$ cat config.mk
export PLATFORM = sky130hd
export DESIGN_NAME = btm_monitor
export DESIGN_NICKNAME = d
export VERILOG_FILES = /design/src/btm_pkg.sv /design/src/btm_monitor.sv
export SDC_FILE = /design/constraint.sdc
export NUM_CORES = 1
export LEC_CHECK = 0
export ABC_CLOCK_PERIOD_IN_PS = 10700
export BUFFER_PORTS_ARGS = -buffer_cell sky130_fd_sc_hd__buf_2
export CAP_MARGIN = 20
export CORE_ASPECT_RATIO = 0.7
export CORE_UTILIZATION = 55
export CTS_BUF_LIST = sky130_fd_sc_hd__clkbuf_8
export CTS_CLUSTER_DIAMETER = 80
export DETAILED_ROUTE_END_ITERATION = 6
export MAX_ROUTING_LAYER = met4
export PLACE_DENSITY = 0.83
export SLEW_MARGIN = 15
export SYNTH_ARGS = -nofsm -noshare
export SYNTH_HDL_FRONTEND = slang
export SYNTH_SLANG_ARGS = --single-unit
$ cat constraint.sdc
create_clock -name clk_i -period 10.7 [get_ports clk_i]
set_input_delay 2.14 -clock clk_i [delete_from_list [all_inputs] [get_ports clk_i]]
set_output_delay 2.14 -clock clk_i [all_outputs]
set_load 0.01 [all_outputs]
$ cat src/btm_pkg.sv
package btm_pkg;
    // ****************************************
    // register byte offsets
    // ****************************************
    localparam logic [7:0] ADDR_CTRL = 8'h00;
    localparam logic [7:0] ADDR_CV = 8'h04;
    localparam logic [7:0] ADDR_CC = 8'h08;
    localparam logic [7:0] ADDR_MOD_CV = 8'h0C;
    localparam logic [7:0] ADDR_MOD_CC = 8'h10;
    localparam logic [7:0] ADDR_SYS_V = 8'h14;
    localparam logic [7:0] ADDR_TRIP = 8'h18;
    localparam logic [7:0] ADDR_MUX = 8'h1C;
    localparam logic [7:0] ADDR_STATUS = 8'h20;
    localparam logic [7:0] ADDR_FLAGS = 8'h24;
    localparam logic [7:0] ADDR_MASK = 8'h28;

    // ****************************************
    // field positions
    // ****************************************
    localparam int CTRL_THERM_EN_BIT = 0;
    localparam int TRIP_HOT_LSB = 0;
    localparam int TRIP_WARM_LSB = 2;
    localparam int TRIP_COOL_LSB = 4;
    localparam int TRIP_COLD_LSB = 6;
    localparam int FLAG_SYSCFG_BIT = 0;
    localparam int FLAG_TEMP_BIT = 1;
    localparam int STATUS_FAULT_BIT = 3;
    localparam int STATUS_MOD_BIT = 4;

    // ****************************************
    // reset values
    // ****************************************
    localparam logic [7:0] RST_CTRL = 8'h00;
    localparam logic [5:0] RST_CV = 6'h00;
    localparam logic [5:0] RST_CC = 6'h00;
    localparam logic [5:0] RST_SYS_V = 6'h08;
    localparam logic [7:0] RST_TRIP = 8'h00;
    localparam logic [3:0] RST_MUX = 4'h0;
    localparam logic [1:0] RST_MASK = 2'h0;

    // ****************************************
    // voltage scaling, millivolts
    // ****************************************
    localparam logic [15:0] CV_BASE_MV = 16'h0E10;
    localparam logic [15:0] CV_STEP_MV = 16'h0019;
    localparam logic [15:0] SYS_BASE_MV = 16'h0E10;
    localparam logic [15:0] SYS_STEP_MV = 16'h0019;
    localparam logic [15:0] SYS_MARGIN_MV = 16'h00C8;

    // ****************************************
    // zone codes and faults
    // ****************************************
    localparam logic [2:0] ZONE_COLD = 3'h0;
    localparam logic [2:0] ZONE_COOL = 3'h1;
    localparam logic [2:0] ZONE_NORMAL = 3'h2;
    localparam logic [2:0] ZONE_WARM = 3'h3;
    localparam logic [2:0] ZONE_HOT = 3'h4;
    localparam logic [2:0] ZONE_OFF = 3'h7;
    localparam logic [1:0] FAULT_NONE = 2'h0;
    localparam logic [1:0] FAULT_OTHER = 2'h1;
    localparam logic [1:0] FAULT_TEMP = 2'h2;
    localparam logic [3:0] MUX_OFF = 4'h0;

    typedef enum logic [0:0] {
        BTM_RUN = 1'b0,
        BTM_FAULT = 1'b1
    } btm_state_t;
endpackage
$ cat src/btm_monitor.sv
`timescale 1ns/1ps
// Functional notes
// - Too small margin: hardware steps stored charge voltage code down until met or the code reaches zero.
// - Forced code reduction raises the system configuration error interrupt.
// - Thermistor enabled: zone continuously evaluated from threshold comparators.
// - Between cool and warm: normal codes, no modified state.
// - Warm-hot or cold-cool band: modified codes used, modified state entered.
// - Modified voltage and current are independent six-bit codes.
// - Beyond hot or cold: charging paused, temperature fault state entered.
// - Three-bit zone status; interrupt flag set on every change.
// - Thermistor disabled removes every automatic temperature reaction.
// - Each trip point chosen independently by its own two-bit field.
// - Bias on while charger input valid and thermistor enabled.
// - Bias on while mux routes thermistor or bias node out.
// - Channel select never disturbs comparators or temperature response.
// - Four-bit select chooses the signal routed to monitor output.
// - Output buffer on only for nonzero select, else high-impedance.
// - Battery current channels selectable in any mode, any time.
// - Temperature fault wins over other faults; exit restores prior state.
// - Fault pauses timers; exit resumes prequal, restarts fast-charge and top-off.
module btm_monitor
    import btm_pkg::*;
#(
    parameter int CODE_W = 6,
    parameter int STATE_W = 3,
    parameter logic [3:0] CH_THERM = 4'h8,
    parameter logic [3:0] CH_BIAS = 4'h9
) (
    input wire logic clk_i,
    input wire logic rst_i,
    input wire logic [7:0] addr_i,
    input wire logic [7:0] wdata_i,
    input wire logic we_i,
    input wire logic re_i,
    output logic [7:0] rdata_o,
    input wire logic charger_input_valid_i,
    input wire logic hot_cmp_i,
    input wire logic warm_cmp_i,
    input wire logic cool_cmp_i,
    input wire logic cold_cmp_i,
    input wire logic [STATE_W-1:0] charger_state_i,
    input wire logic other_fault_i,
    output logic [1:0] hot_trip_select_o,
    output logic [1:0] warm_trip_select_o,
    output logic [1:0] cool_trip_select_o,
    output logic [1:0] cold_trip_select_o,
    output logic [CODE_W-1:0] active_voltage_code_o,
    output logic [CODE_W-1:0] active_current_code_o,
    output logic modified_state_o,
    output logic charge_pause_o,
    output logic [1:0] active_fault_o,
    output logic timer_pause_o,
    output logic restore_o,
    output logic [STATE_W-1:0] restore_state_o,
    output logic fc_topoff_timer_reset_o,
    output logic [2:0] temperature_zone_status_o,
    output logic sys_config_error_irq_o,
    output logic temperature_change_irq_o,
    output logic thermistor_bias_pin_o,
    output logic [3:0] analog_channel_select_o,
    output logic analog_monitor_out_en_o
);

    // ****************************************
    // elaboration checks
    // ****************************************
    if (CODE_W != 6) begin : g_bad_code
        $error("btm_monitor: CODE_W must be 6");
    end
    if (STATE_W < 1 || STATE_W > 8) begin : g_bad_state
        $error("btm_monitor: STATE_W out of range");
    end

    // ****************************************
    // helpers
    // ****************************************
    function automatic logic [15:0] code_to_mv(input logic [5:0] code, input logic [15:0] base,
                                               input logic [15:0] step);
        logic [15:0] prod;
        prod = 16'({10'h000, code} * step);
        code_to_mv = 16'(base + prod);
    endfunction

    function automatic logic [7:0] pad6(input logic [5:0] v);
        pad6 = {2'h0, v};
    endfunction

    // ****************************************
    // register state
    // ****************************************
    logic therm_en_q, therm_en_d;
    logic [5:0] cv_q, cv_d;
    logic [5:0] cc_q, cc_d;
    logic [5:0] mod_cv_q, mod_cv_d;
    logic [5:0] mod_cc_q, mod_cc_d;
    logic [5:0] sys_v_q, sys_v_d;
    logic [7:0] trip_q, trip_d;
    logic [3:0] mux_q, mux_d;
    logic [1:0] flags_q, flags_d;
    logic [1:0] mask_q, mask_d;
    logic [7:0] rdata_q, rdata_d;

    // ****************************************
    // comparator synchronisers
    // ****************************************
    logic [3:0] cmp_meta_q, cmp_sync_q;
    always_ff @(posedge clk_i or posedge rst_i) begin
        if (rst_i) begin
            cmp_meta_q <= 4'h0;
            cmp_sync_q <= 4'h0;
        end else begin
            cmp_meta_q <= {hot_cmp_i, warm_cmp_i, cool_cmp_i, cold_cmp_i};
            cmp_sync_q <= cmp_meta_q;
        end
    end

    // ****************************************
    // zone decode
    // ****************************************
    logic [2:0] zone;
    always_comb begin
        if (!therm_en_q) begin
            zone = ZONE_OFF;
        end else if (cmp_sync_q[3]) begin
            zone = ZONE_HOT;
        end else if (cmp_sync_q[0]) begin
            zone = ZONE_COLD;
        end else if (cmp_sync_q[2]) begin
            zone = ZONE_WARM;
        end else if (cmp_sync_q[1]) begin
            zone = ZONE_COOL;
        end else begin
            zone = ZONE_NORMAL;
        end
    end

    logic in_fault_zone, in_mod_zone;
    assign in_fault_zone = (zone == ZONE_HOT) || (zone == ZONE_COLD);
    assign in_mod_zone = (zone == ZONE_WARM) || (zone == ZONE_COOL);

    // ****************************************
    // voltage margin check
    // ****************************************
    logic [15:0] cv_mv, sys_mv, need_mv;
    logic margin_bad;
    assign cv_mv = code_to_mv(cv_q, CV_BASE_MV, CV_STEP_MV);
    assign sys_mv = code_to_mv(sys_v_q, SYS_BASE_MV, SYS_STEP_MV);
    assign need_mv = 16'(cv_mv + SYS_MARGIN_MV);
    assign margin_bad = (sys_mv < need_mv) && (cv_q != 6'h00);

    // ****************************************
    // register file next values
    // ****************************************
    logic [2:0] zone_q, zone_d;
    logic zone_changed;
    assign zone_changed = (zone != zone_q);

    always_comb begin
        therm_en_d = therm_en_q;
        cv_d = cv_q;
        cc_d = cc_q;
        mod_cv_d = mod_cv_q;
        mod_cc_d = mod_cc_q;
        sys_v_d = sys_v_q;
        trip_d = trip_q;
        mux_d = mux_q;
        flags_d = flags_q;
        mask_d = mask_q;
        rdata_d = 8'h00;
        zone_d = zone;
        if (we_i) begin
            case (addr_i)
                ADDR_CTRL: therm_en_d = wdata_i[CTRL_THERM_EN_BIT];
                ADDR_CV: cv_d = wdata_i[5:0];
                ADDR_CC: cc_d = wdata_i[5:0];
                ADDR_MOD_CV: mod_cv_d = wdata_i[5:0];
                ADDR_MOD_CC: mod_cc_d = wdata_i[5:0];
                ADDR_SYS_V: sys_v_d = wdata_i[5:0];
                ADDR_TRIP: trip_d = wdata_i;
                ADDR_MUX: mux_d = wdata_i[3:0];
                ADDR_FLAGS: flags_d = flags_q & ~wdata_i[1:0];
                ADDR_MASK: mask_d = wdata_i[1:0];
                default: begin
                end
            endcase
        end
        if (margin_bad && !(we_i && addr_i == ADDR_CV)) begin
            cv_d = 6'(cv_q - 6'h01);
        end
        if (margin_bad) begin
            flags_d[FLAG_SYSCFG_BIT] = 1'b1;
        end
        if (zone_changed) begin
            flags_d[FLAG_TEMP_BIT] = 1'b1;
        end
        if (re_i) begin
            case (addr_i)
                ADDR_CTRL: rdata_d = {7'h00, therm_en_q};
                ADDR_CV: rdata_d = pad6(cv_q);
                ADDR_CC: rdata_d = pad6(cc_q);
                ADDR_MOD_CV: rdata_d = pad6(mod_cv_q);
                ADDR_MOD_CC: rdata_d = pad6(mod_cc_q);
                ADDR_SYS_V: rdata_d = pad6(sys_v_q);
                ADDR_TRIP: rdata_d = trip_q;
                ADDR_MUX: rdata_d = {4'h0, mux_q};
                ADDR_STATUS: rdata_d = {3'h0, modified_state_o, charge_pause_o, zone_q};
                ADDR_FLAGS: rdata_d = {6'h00, flags_q};
                ADDR_MASK: rdata_d = {6'h00, mask_q};
                default: rdata_d = 8'h00;
            endcase
        end
    end

    always_ff @(posedge clk_i or posedge rst_i) begin
        if (rst_i) begin
            therm_en_q <= RST_CTRL[CTRL_THERM_EN_BIT];
            cv_q <= RST_CV;
            cc_q <= RST_CC;
            mod_cv_q <= RST_CV;
            mod_cc_q <= RST_CC;
            sys_v_q <= RST_SYS_V;
            trip_q <= RST_TRIP;
            mux_q <= RST_MUX;
            flags_q <= 2'h0;
            mask_q <= RST_MASK;
            rdata_q <= 8'h00;
            zone_q <= ZONE_OFF;
        end else begin
            therm_en_q <= therm_en_d;
            cv_q <= cv_d;
            cc_q <= cc_d;
            mod_cv_q <= mod_cv_d;
            mod_cc_q <= mod_cc_d;
            sys_v_q <= sys_v_d;
            trip_q <= trip_d;
            mux_q <= mux_d;
            flags_q <= flags_d;
            mask_q <= mask_d;
            rdata_q <= rdata_d;
            zone_q <= zone_d;
        end
    end

    // ****************************************
    // temperature fault tracking
    // ****************************************
    btm_state_t state_q, state_d;
    logic [STATE_W-1:0] saved_q, saved_d;
    logic restore_q, restore_d;
    logic tmr_rst_q, tmr_rst_d;

    always_comb begin
        state_d = state_q;
        saved_d = saved_q;
        restore_d = 1'b0;
        tmr_rst_d = 1'b0;
        case (state_q)
            BTM_RUN: begin
                if (in_fault_zone) begin
                    state_d = BTM_FAULT;
                    saved_d = charger_state_i;
                end
            end
            BTM_FAULT: begin
                if (!in_fault_zone) begin
                    state_d = BTM_RUN;
                    restore_d = 1'b1;
                    tmr_rst_d = 1'b1;
                end
            end
            default: state_d = BTM_RUN;
        endcase
    end

    always_ff @(posedge clk_i or posedge rst_i) begin
        if (rst_i) begin
            state_q <= BTM_RUN;
            saved_q <= '0;
            restore_q <= 1'b0;
            tmr_rst_q <= 1'b0;
        end else begin
            state_q <= state_d;
            saved_q <= saved_d;
            restore_q <= restore_d;
            tmr_rst_q <= tmr_rst_d;
        end
    end

    // ****************************************
    // charge parameter selection
    // ****************************************
    logic [5:0] act_v_q, act_v_d;
    logic [5:0] act_i_q, act_i_d;
    logic mod_q, mod_d;
    logic [1:0] fault_q, fault_d;
    logic bias_q, bias_d;

    always_comb begin
        act_v_d = in_mod_zone ? mod_cv_q : cv_q;
        act_i_d = in_mod_zone ? mod_cc_q : cc_q;
        mod_d = in_mod_zone;
        if (in_fault_zone) begin
            fault_d = FAULT_TEMP;
        end else if (other_fault_i) begin
            fault_d = FAULT_OTHER;
        end else begin
            fault_d = FAULT_NONE;
        end
        // bias depends on mux only through routing, never on comparators
        bias_d = (charger_input_valid_i && therm_en_q)
            || (mux_q == CH_THERM) || (mux_q == CH_BIAS);
    end

    always_ff @(posedge clk_i or posedge rst_i) begin
        if (rst_i) begin
            act_v_q <= RST_CV;
            act_i_q <= RST_CC;
            mod_q <= 1'b0;
            fault_q <= FAULT_NONE;
            bias_q <= 1'b0;
        end else begin
            act_v_q <= act_v_d;
            act_i_q <= act_i_d;
            mod_q <= mod_d;
            fault_q <= fault_d;
            bias_q <= bias_d;
        end
    end

    // ****************************************
    // outputs
    // ****************************************
    assign rdata_o = rdata_q;
    assign hot_trip_select_o = trip_q[TRIP_HOT_LSB +: 2];
    assign warm_trip_select_o = trip_q[TRIP_WARM_LSB +: 2];
    assign cool_trip_select_o = trip_q[TRIP_COOL_LSB +: 2];
    assign cold_trip_select_o = trip_q[TRIP_COLD_LSB +: 2];
    assign active_voltage_code_o = act_v_q;
    assign active_current_code_o = act_i_q;
    assign modified_state_o = mod_q;
    assign charge_pause_o = (state_q == BTM_FAULT);
    assign timer_pause_o = (state_q == BTM_FAULT);
    assign active_fault_o = fault_q;
    assign restore_o = restore_q;
    assign restore_state_o = saved_q;
    assign fc_topoff_timer_reset_o = tmr_rst_q;
    assign temperature_zone_status_o = zone_q;
    assign sys_config_error_irq_o = flags_q[FLAG_SYSCFG_BIT] & mask_q[FLAG_SYSCFG_BIT];
    assign temperature_change_irq_o = flags_q[FLAG_TEMP_BIT] & mask_q[FLAG_TEMP_BIT];
    assign thermistor_bias_pin_o = bias_q;
    assign analog_channel_select_o = mux_q;
    assign analog_monitor_out_en_o = (mux_q != MUX_OFF);

endmodule

; ---- After elaboration in Yosys (flattened, before gate mapping)
; Index checks and enable logic that the tools add are counted.
; Widths: inputs -> output; s select.
[word_totals]
ff_bits = 87
[op_classes]
n_addsub = 4
n_mul = 2
magnitude_cmp = 1
eq_ne = 16
muxes = 21
n_bitwise = 5
reduce_logical = 31
[ops]
columns = operator, n
row1 = $pmux 8 s11, 1
row2 = $eq 8x5->1 const B, 4
row3 = $mux 6, 5
row4 = $add 12x11->13 const A, 2
row5 = $eq 8x6->1 const B, 3
row6 = $reduce_and 2->1, 12
row7 = $mul 6x5->11 const B, 2
row8 = $eq 8x4->1 const B, 2
row9 = $add 13x8->14 const B, 1
row10 = $lt 13x14->1, 1
row11 = $mux 2, 6
row12 = $reduce_bool 2->1, 6
row13 = $eq 4x4->1 const B, 2
row14 = $eq 8x3->1 const B, 1
row15 = $logic_not 8->1, 1
row16 = $mux 8, 1
row17 = $mux 1, 6
row18 = $mux 3, 2
row19 = $reduce_bool 6->1, 1
row20 = $sub 6x1->6 const B, 1
row21 = $logic_and 1x1->1, 4
row22 = $logic_or 1x1->1, 4
row23 = $reduce_bool 4->1, 1
row24 = $eq 3x1->1 const B, 1
row25 = other kinds (9), 10

; ---- Depth between registers and ports, before layout
; Gate-level depths: netlist of run 1.
[depth]
ltp_word = 9
mapped_depth = 21
ltp_nobuf = 21

; ---- Worst setup path after synthesis of run 1
; OpenSTA, ideal clock, no wires.
[synth_timing]
kind = reg-to-reg
from = register cv_q[1]
to = register cv_q[1]
t_arrival_ns = 4.135
required_ns = 10.575
path_slack_ns = 6.441
stages_incl_launch_ff = 19
cell_sequence = dfrtp_1 > inv_1 > ha_1 > fa_1 > ha_1 > ha_1 > a21o_1 > a21oi_1 > nor2b_1 > o21a_1 > o21a_1 > or2_2 > ha_1 > and3_1 > nand3_1 > a21oi_2 > a21oi_2 > mux2i_1 > mux2_2
[synth_via]
elab_chain_len = 8
word_cells_on_any_way = 12
[synth_lines]
columns = element, line
row1 = "start, declared", btm_monitor.sv:92  ; logic [5:0] cv_q, cv_d;
row2 = "start signal, assigned", btm_monitor.sv:230  ; cv_q <= cv_d;
row3 = $mul 6x5->11, btm_monitor.sv:80  ; prod = 16'({10'h000, code} * step);
row4 = $add 12x11->13, btm_monitor.sv:81  ; code_to_mv = 16'(base + prod);
row5 = $add 13x8->14, btm_monitor.sv:148  ; assign need_mv = 16'(cv_mv + SYS_MARGIN_MV);
row6 = $lt 13x14->1, btm_monitor.sv:149  ; assign margin_bad = (sys_mv < need_mv) && (cv_q != 6'h00);
row7 = $logic_and 1x1->1, btm_monitor.sv:149
row8 = $logic_and 1x1->1, btm_monitor.sv:187  ; if (margin_bad && !(we_i && addr_i == ADDR_CV)) begin
row9 = $reduce_bool 2->1 (no source line), n/a
row10 = $reduce_and 2->1 (no source line), n/a
; Several ways; a longest one is shown, not always the timed one.
; A chain may end at the register's enable or synchronous reset.

; ---- Worst setup path in the final report of run 1
[layout_timing]
from = register cv_q[1]
to = register cv_q[2]
; The elaborated chain is that of the path after synthesis.

==> qor.yml, run 1 <==
cells_and_area:
  nNetsFinal: 651
  postLayoutCoreUtil_pct: 64.8
  area_growth_pct: 12.9
  seq_area_um2: 2160
  drive_gt1_share_pct: 28.5
  antenna_cells: 0
  fillers: 736
  multi_input_area_um2: 2880
sta:
  slew_headroom_pct: 56.0
  slew_viol_final: 0
  final-hold-violation-count: 0
  tns_ns: 0
  fin_crit_sh_pct: 44.9
  fin_skew_ns: 0.0124
  period_minus_slack_ns: 4.81
  rsz0062_at_grt: "false"
  worst_pin_slew_ns: 0.661
  fmax_mhz: 208
  final-setup-viol-count: 0
clock_network:
  clock_latency_ns: 0.38
  clockRootBuffer: "clkbuf_8"
  htreeDepth: 3
  cts_sinks: 86
  cts_buffers: 9
  clk_path_buf_depth: 2
  postCtsSetupBuffers: 0
  clkTransAtPathRegs_ns: 0.10
  cts_hold_buffers: 0
  post_cts_resize_count: 0
  cts_tree: "done"
setup_path:
  critical_path_required_ns: 10.96
  slowest_delay_ns: 0.47
  crit_fanout: 8
  crit_path_end_kind: "register"
  timing.rr.start: "cv_q[1]$_DFFE_PP0P_"
  cp_num_buf_inv: 2
  startpoint: "cv_q[1]$_DFFE_PP0P_"
  reg2reg_slack_ns: 5.89
  cpMostUsedCell: "ha_1"
  arrival_ns: 5.07
  crit_family: "adder cells"
  start_kind: "register"
  cp_slowest_cell: "fa_1"
  crit_type: "reg -> reg"
  worstPathCellList: "inv_1, ha_1, fa_1, ha_1, ha_1, inv_1, fa_1, nor2b_1, o21a_1, o21ai_0, nand2b_1, a21oi_1, xor2_1, ha_1, and3_1, nand2_1, nand3_1, a211oi_1, xnor2_1, a21oi_1"
global_route:
  track_usage_pct: 28.2
  overflow: 0
  antenna_found_initial: 0
  grt_max_degree: 87
  grt_pass1_wl_um: 20600
  grt_pass1_vias: 3834
floorplan:
  core_area_um2: 9140
  fp.dieW_um: 119
  fp.dieH_um: 83.7
  start_util_pct: 57.4
  boundaryPins: 78
  row_count: 29
  dieArea_um2: 9940
yosys:
  syn_avg_cell_area_um2: 10.8
  async_reset_ff_share_pct: 100
  synth-edff-count: 0
  synth_top_cell_area_share_pct: 39.1
  yosys-top-cells-area: "dfrtp_1 39%, ha_1 15%, mux2_2 9.4%"
  yosys_warnings: 0
  ys_types: 56
  synth_cells: 484
  syn_area_um2: 5250
  synth_fp_nets: 578
  seq_area_frac_synth_pct: 41.1
  ys_ff_latch: 86
  synth_top_area_cell: "dfrtp_1"
  synth_ff_type: "dfrtp_1"
placed_design:
  dp_hpwl_um: 9820
  place.port_buffers: 77
  gp_congestion: 0.932
outcome:
  status: "finished, final reports clean"
flow_run:
  drv_cap: 0
drt:
  wirelength_um: 12800
  dr.pass1.iters: 5
  ant_nets: 0
  viasPerCell: 5.80
  post-route-drc-count: 0
  drtIter0Drc: 263
  wl_per_cell_um: 18.7
  vias: 3982
min_path:
  hp-class: "reg -> reg"
  min-delay-start: "cmp_meta_q[3]$_DFF_PP0_"
power_and_ir_drop:
  vdd_drop_max_mv: 0.175
  powerDensity_nw_per_um2: 256
  power.leakage_nw: 3.07
## placed cells by master, fill, tap and decap left out, types with 5 or more instances in the layout
cell type  instances
a21o_1             7
a21oi_1           17
and2_1            10
buf_2             77
clkbuf_8           9
dfrtp_1           82
ha_1              61
inv_1             28
mux2_2            44
mux2i_1            8
nand2_1           50
nand3_1           15
nor2_1            21
nor2b_1            6
nor4_1             5
o21ai_0           19
xnor2_1           13
xor2_1             5
## metrics by stage
stage	cell area (um2)	power [mW]	std cells	hold slack, ns	setup slack, ns
floorplan	5250	1.07	484	0.331	6.34
global placement	5700	1.25	669	0.331	6.13
detailed placement	5700	1.28	669	0.335	6.01
CTS	5890	1.51	685	0.355	5.94
global route	5920	1.65	686	0.358	5.63
finish	5920	1.52	686	0.355	5.89
## state kept, by name (all words and copies together) (netlist names)
signal                     cells
cmp_meta_q                     4
mask_q                         2
restore_state_o                3
active_current_code_o          6
analog_channel_select_o        4
cv_q                           6
cmp_sync_q                     4
sys_v_q                        6
mod_cv_q                       6
cc_q                           6
rdata_o                        8
flags_q                        2
active_fault_o                 2
trip_q                         8
fc_topoff_timer_reset_o        1
therm_en_q                     1
thermistor_bias_pin_o          1
mod_cc_q                       6
modified_state_o               1
temperature_zone_status_o      3
active_voltage_code_o          6
## final timing paths
kind | end | cells past startpoint
max in group asynchronous | sys_v_q[3]$_DFFE_PP1P_ | 4
hold / removal | cmp_sync_q[3]$_DFF_PP0_ | 0
min in group asynchronous | fc_topoff_timer_reset_o$_DFF_PP0_ | 3
hold reg to reg | cmp_sync_q[3]$_DFF_PP0_ | 0
setup / recovery | cv_q[2]$_DFFE_PP0P_ | 20
setup reg to reg | cv_q[2]$_DFFE_PP0P_ | 20
## layer usage
| layer | global-route usage (%) | vias up | part of all wire (%) |
|---|---|---|---|
| met3 | 8.20 | 17 | 8.2 |
| li1 | - | 1848 | - |
| met2 | 38.3 | 151 | 42 |
| met1 | 41.0 | 1966 | 48 |
| met4 | 7.48 | 0 | 1.2 |
| met5 | - | - | 0 |
## synth_stat cells (6+ instances only)
cell,count
nor2_1,21
nor2b_1,6
o21ai_0,19
buf_4,6
mux2_2,44
and2_1,10
mux2i_1,8
a21o_1,7
nand2_1,50
a21oi_1,17
dfrtp_1,82
inv_1,29
nand3_1,15
ha_1,61
xnor2_1,13
## layout make-up
type                            count  area share (%)
Tap cell                          124            2.62
Clock buffer                        9            2.09
Clock inverter                      7            1.12
Timing Repair Buffer               79            7.10
Sequential cell                    86            36.4
Multi-Input combinational cell    351            48.7
Inverter                           30            1.92
## power breakdown
part	total [mW]	switching, mW	internal (mW)
Combinational	0.892	0.500	0.392
Clock	0.222	0.132	0.0902
Sequential	0.402	0.0370	0.365
## cells by family after synthesis
| kind of cell | share of synthesized area [%] |
|---|---|
| simple gates | 14.1 |
| flops | 41.1 |
| compound gates | 10.9 |
| fa+ha+maj | 16.1 |
| mux | 11.0 |
| buf+inv | 3.91 |
| xor+xnor | 3.00 |
Note: power is estimated with default switching activity, not from simulation.
==> inputs of run 2 (changes only) <==
--- a/config.mk
+++ b/config.mk
@@ -5,7 +5,7 @@
 export SDC_FILE = /design/constraint.sdc
 export NUM_CORES = 1
 export LEC_CHECK = 0
-export ABC_CLOCK_PERIOD_IN_PS = 10700
+export ABC_CLOCK_PERIOD_IN_PS = 4800
 export BUFFER_PORTS_ARGS = -buffer_cell sky130_fd_sc_hd__buf_2
 export CAP_MARGIN = 20
 export CORE_ASPECT_RATIO = 0.7
==> constraint.sdc (replaced) <==
create_clock -name clk_i -period 4.8 [get_ports clk_i]
set_input_delay 0.96 -clock clk_i [delete_from_list [all_inputs] [get_ports clk_i]]
set_output_delay 0.96 -clock clk_i [all_outputs]
set_load 0.01 [all_outputs]
==> run 2 against run 1 <==
Largest cell class unchanged. Count of clock-buffer cells in the layout increased by 1. Critical endpoint is now cv_q[5]$_DFFE_PP0P_. Cell area up 0.76%. Wire length up 4.4%.
==> qor.yml, run 2 (synthesis gave the netlist of run 1 again) <==
outcome:
  status: "finished, final reports clean"
drt:
  dr.pass1.iters: 5  # unchanged
  drtIter0Drc: 363  # +38%
  wirelength_um: 13400  # +4.4%
  ant_nets: 0  # unchanged
  wl_per_cell_um: 19.5  # +4.1%
  post-route-drc-count: 0  # unchanged
  vias: 4089  # +2.7%
  viasPerCell: 5.94  # +2.4%
power_and_ir_drop:
  share_clk_of_total_power_pct: 14.8  # about the same
  vdd_drop_max_mv: 0.315  # +80%
  power.leakage_nw: 3.08  # +0.50%
  powerDensity_nw_per_um2: 584  # +130%
  combPwrFrac_pct: 59.1  # +0.3 points
  internal_power_mw: 1.96  # +130%
  sw_frac_of_total_pct: 43.7  # -0.44 points
  p_switching_mw: 1.52  # +130%
  finalPower_mw: 3.48  # +130%
  power_frac_seq_pct: 26.0  # -0.5 points
sta:
  setup_slack_ns: 0.171  # -5.72 ns
  period_minus_slack_ns: 4.63  # -0.180 ns
  hold_slack_ns: 0.357  # +0.00212 ns
  fin_skew_ns: 0.00937  # -0.00298 ns
  final-hold-violation-count: 0  # unchanged
  slew_headroom_pct: 57.4  # +1.4 points
  fin_crit_sh_pct: 96.4  # +51 points
  tns_ns: 0  # unchanged
  final-setup-viol-count: 0  # unchanged
  fmax_mhz: 216  # +3.9%
  worst_pin_slew_ns: 0.634  # -0.0268 ns
  slew_viol_final: 0  # unchanged
cells_and_area:
  layout_common_cells: "79 x dfrtp_1, 77 x buf_2, 61 x ha_1"
  area_growth_pct: 13.7
  antenna_cells: 0  # unchanged
  final_cells: 688  # +0.29%
  drive_gt1_share_pct: 30.3  # +1.8 points
  nNetsFinal: 653  # +0.31%
  final_common_cell: "dfrtp_1"
floorplan:
  fp.dieH_um: 83.7  # unchanged
  core_area_um2: 9140  # unchanged
  boundaryPins: 78  # unchanged
  start_util_pct: 57.4  # unchanged
  row_count: 29  # unchanged
  dieArea_um2: 9940  # unchanged
  fp.dieW_um: 119  # unchanged
clock_network:
  cts_hold_buffers: 0  # unchanged
  cts_buffers: 9  # unchanged
  clkTransAtPathRegs_ns: 0.09  # about the same
  htreeDepth: 3  # unchanged
  clk_path_buf_depth: 2  # unchanged
  clock_latency_ns: 0.36  # -0.02 ns
  cts_sinks: 86  # unchanged
  cts_tree: "done"
  clockRootBuffer: "clkbuf_8"
global_route:
  grt_max_degree: 57  # -34%
  grt_pass1_vias: 4138  # +7.9%
  grt_pass1_wl_um: 21500  # +4.5%
  track_usage_pct: 29.2  # +0.92 points
  overflow: 0  # unchanged
  antenna_found_initial: 0  # unchanged
flow_run:
  drv_cap: 0  # unchanged
placed_design:
  gp_congestion: 0.982  # +5.4%
  pre_cts_slack_ns: -0.00581  # -6.02 ns
  place.port_buffers: 77  # unchanged
  dp_cells: 669  # unchanged
  dp_hpwl_um: 10200  # +4.0%
setup_path:
  crit_path_end_kind: "register"
  critical_path_required_ns: 5.04  # -5.92 ns
  crit_type: "reg -> reg"
  arrival_ns: 4.87  # -0.20 ns
  crit_fanout: 5  # -3
  start_kind: "register"
min_path:
  hp-class: "reg -> reg"
[run 2: cell count changes in the layout (fill, tap and decap cells not counted), sizes merged]
cell | before | now
bufinv | 0 | 1
clkbuf | 9 | 10
buf | 79 | 81
inv | 33 | 30
clkinv | 2 | 3
[run 2: power by group through the flow]
stage / logic (mW) / clock network (mW) / registers [mW]
floorplan: 1.48 / 0 / 0.909
global placement: 1.86 / 0 / 0.904
detailed placement: 1.97 / 0 / 0.912
CTS: 2.01 / 0.522 / 0.901
global route: 2.32 / 0.551 / 0.916
finish: 2.06 / 0.517 / 0.906
[run 2: routing by layer]
metal	GRT usage (%)	wire length [um]	up-vias
li1	-	-	1853
met1	39.9	5970	2027
met2	41.8	5910	185
met3	10.0	1360	24
met4	6.56	166	0
met5	-	0	-
[run 2: stage by stage]
stage	util (%)	instance area, um2
after floorplan	-	5250
after global placement	62.4	5700
after detailed placement	62.4	5700
after CTS	64.6	5910
after global routing	65.2	5970
final	65.2	5970
[run 2: worst max-delay path: stages, from the launching register on]
cell and delay, ns:
dfrtp_1 0.46, ha_1 0.33, fa_1 0.47, ha_1 0.31, ha_1 0.23, fa_1 0.40, a21o_1 0.19, a21oi_1 0.21
o21bai_1 0.09, a21oi_1 0.18, xnor2_1 0.16, ha_1 0.29, and3_1 0.20, nand2_1 0.08, nand3_2 0.19, a2111oi_4 0.39
xnor2_1 0.21, a21oi_2 0.11
[run 2: final cells by class]
cell class | count | area (um2)
Multi-Input combinational cell | 351 | 2910
Clock inverter | 6 | 62.6
Inverter | 30 | 116
Timing Repair Buffer | 81 | 428
Clock buffer | 10 | 138
Tap cell | 124 | 155
Sequential cell | 86 | 2160
Fill cell | 726 | 3180
[run 2: worst paths after layout]
path | from | endpoint | slack (ns) | depth (start not counted)
hold reg to reg | cmp_meta_q[2]$_DFF_PP0_ | cmp_sync_q[2]$_DFF_PP0_ | 0.36 | 0
setup / recovery | sys_v_q[2]$_DFFE_PP0P_ | cv_q[5]$_DFFE_PP0P_ | 0.17 | 17
hold / removal | cmp_meta_q[2]$_DFF_PP0_ | cmp_sync_q[2]$_DFF_PP0_ | 0.36 | 0
max in group asynchronous | rst_i | cv_q[1]$_DFFE_PP0P_ | 3.67 | 3
setup reg to reg | sys_v_q[2]$_DFFE_PP0P_ | cv_q[5]$_DFFE_PP0P_ | 0.17 | 17
min in group asynchronous | rst_i | active_fault_o[1]$_DFF_PP0_ | 0.49 | 2
[run 2: timing repair]
action	in CTS	in global routing
gates resized for setup	2	10
buffers inserted	0	2
endpoints found under the setup margin	1	6
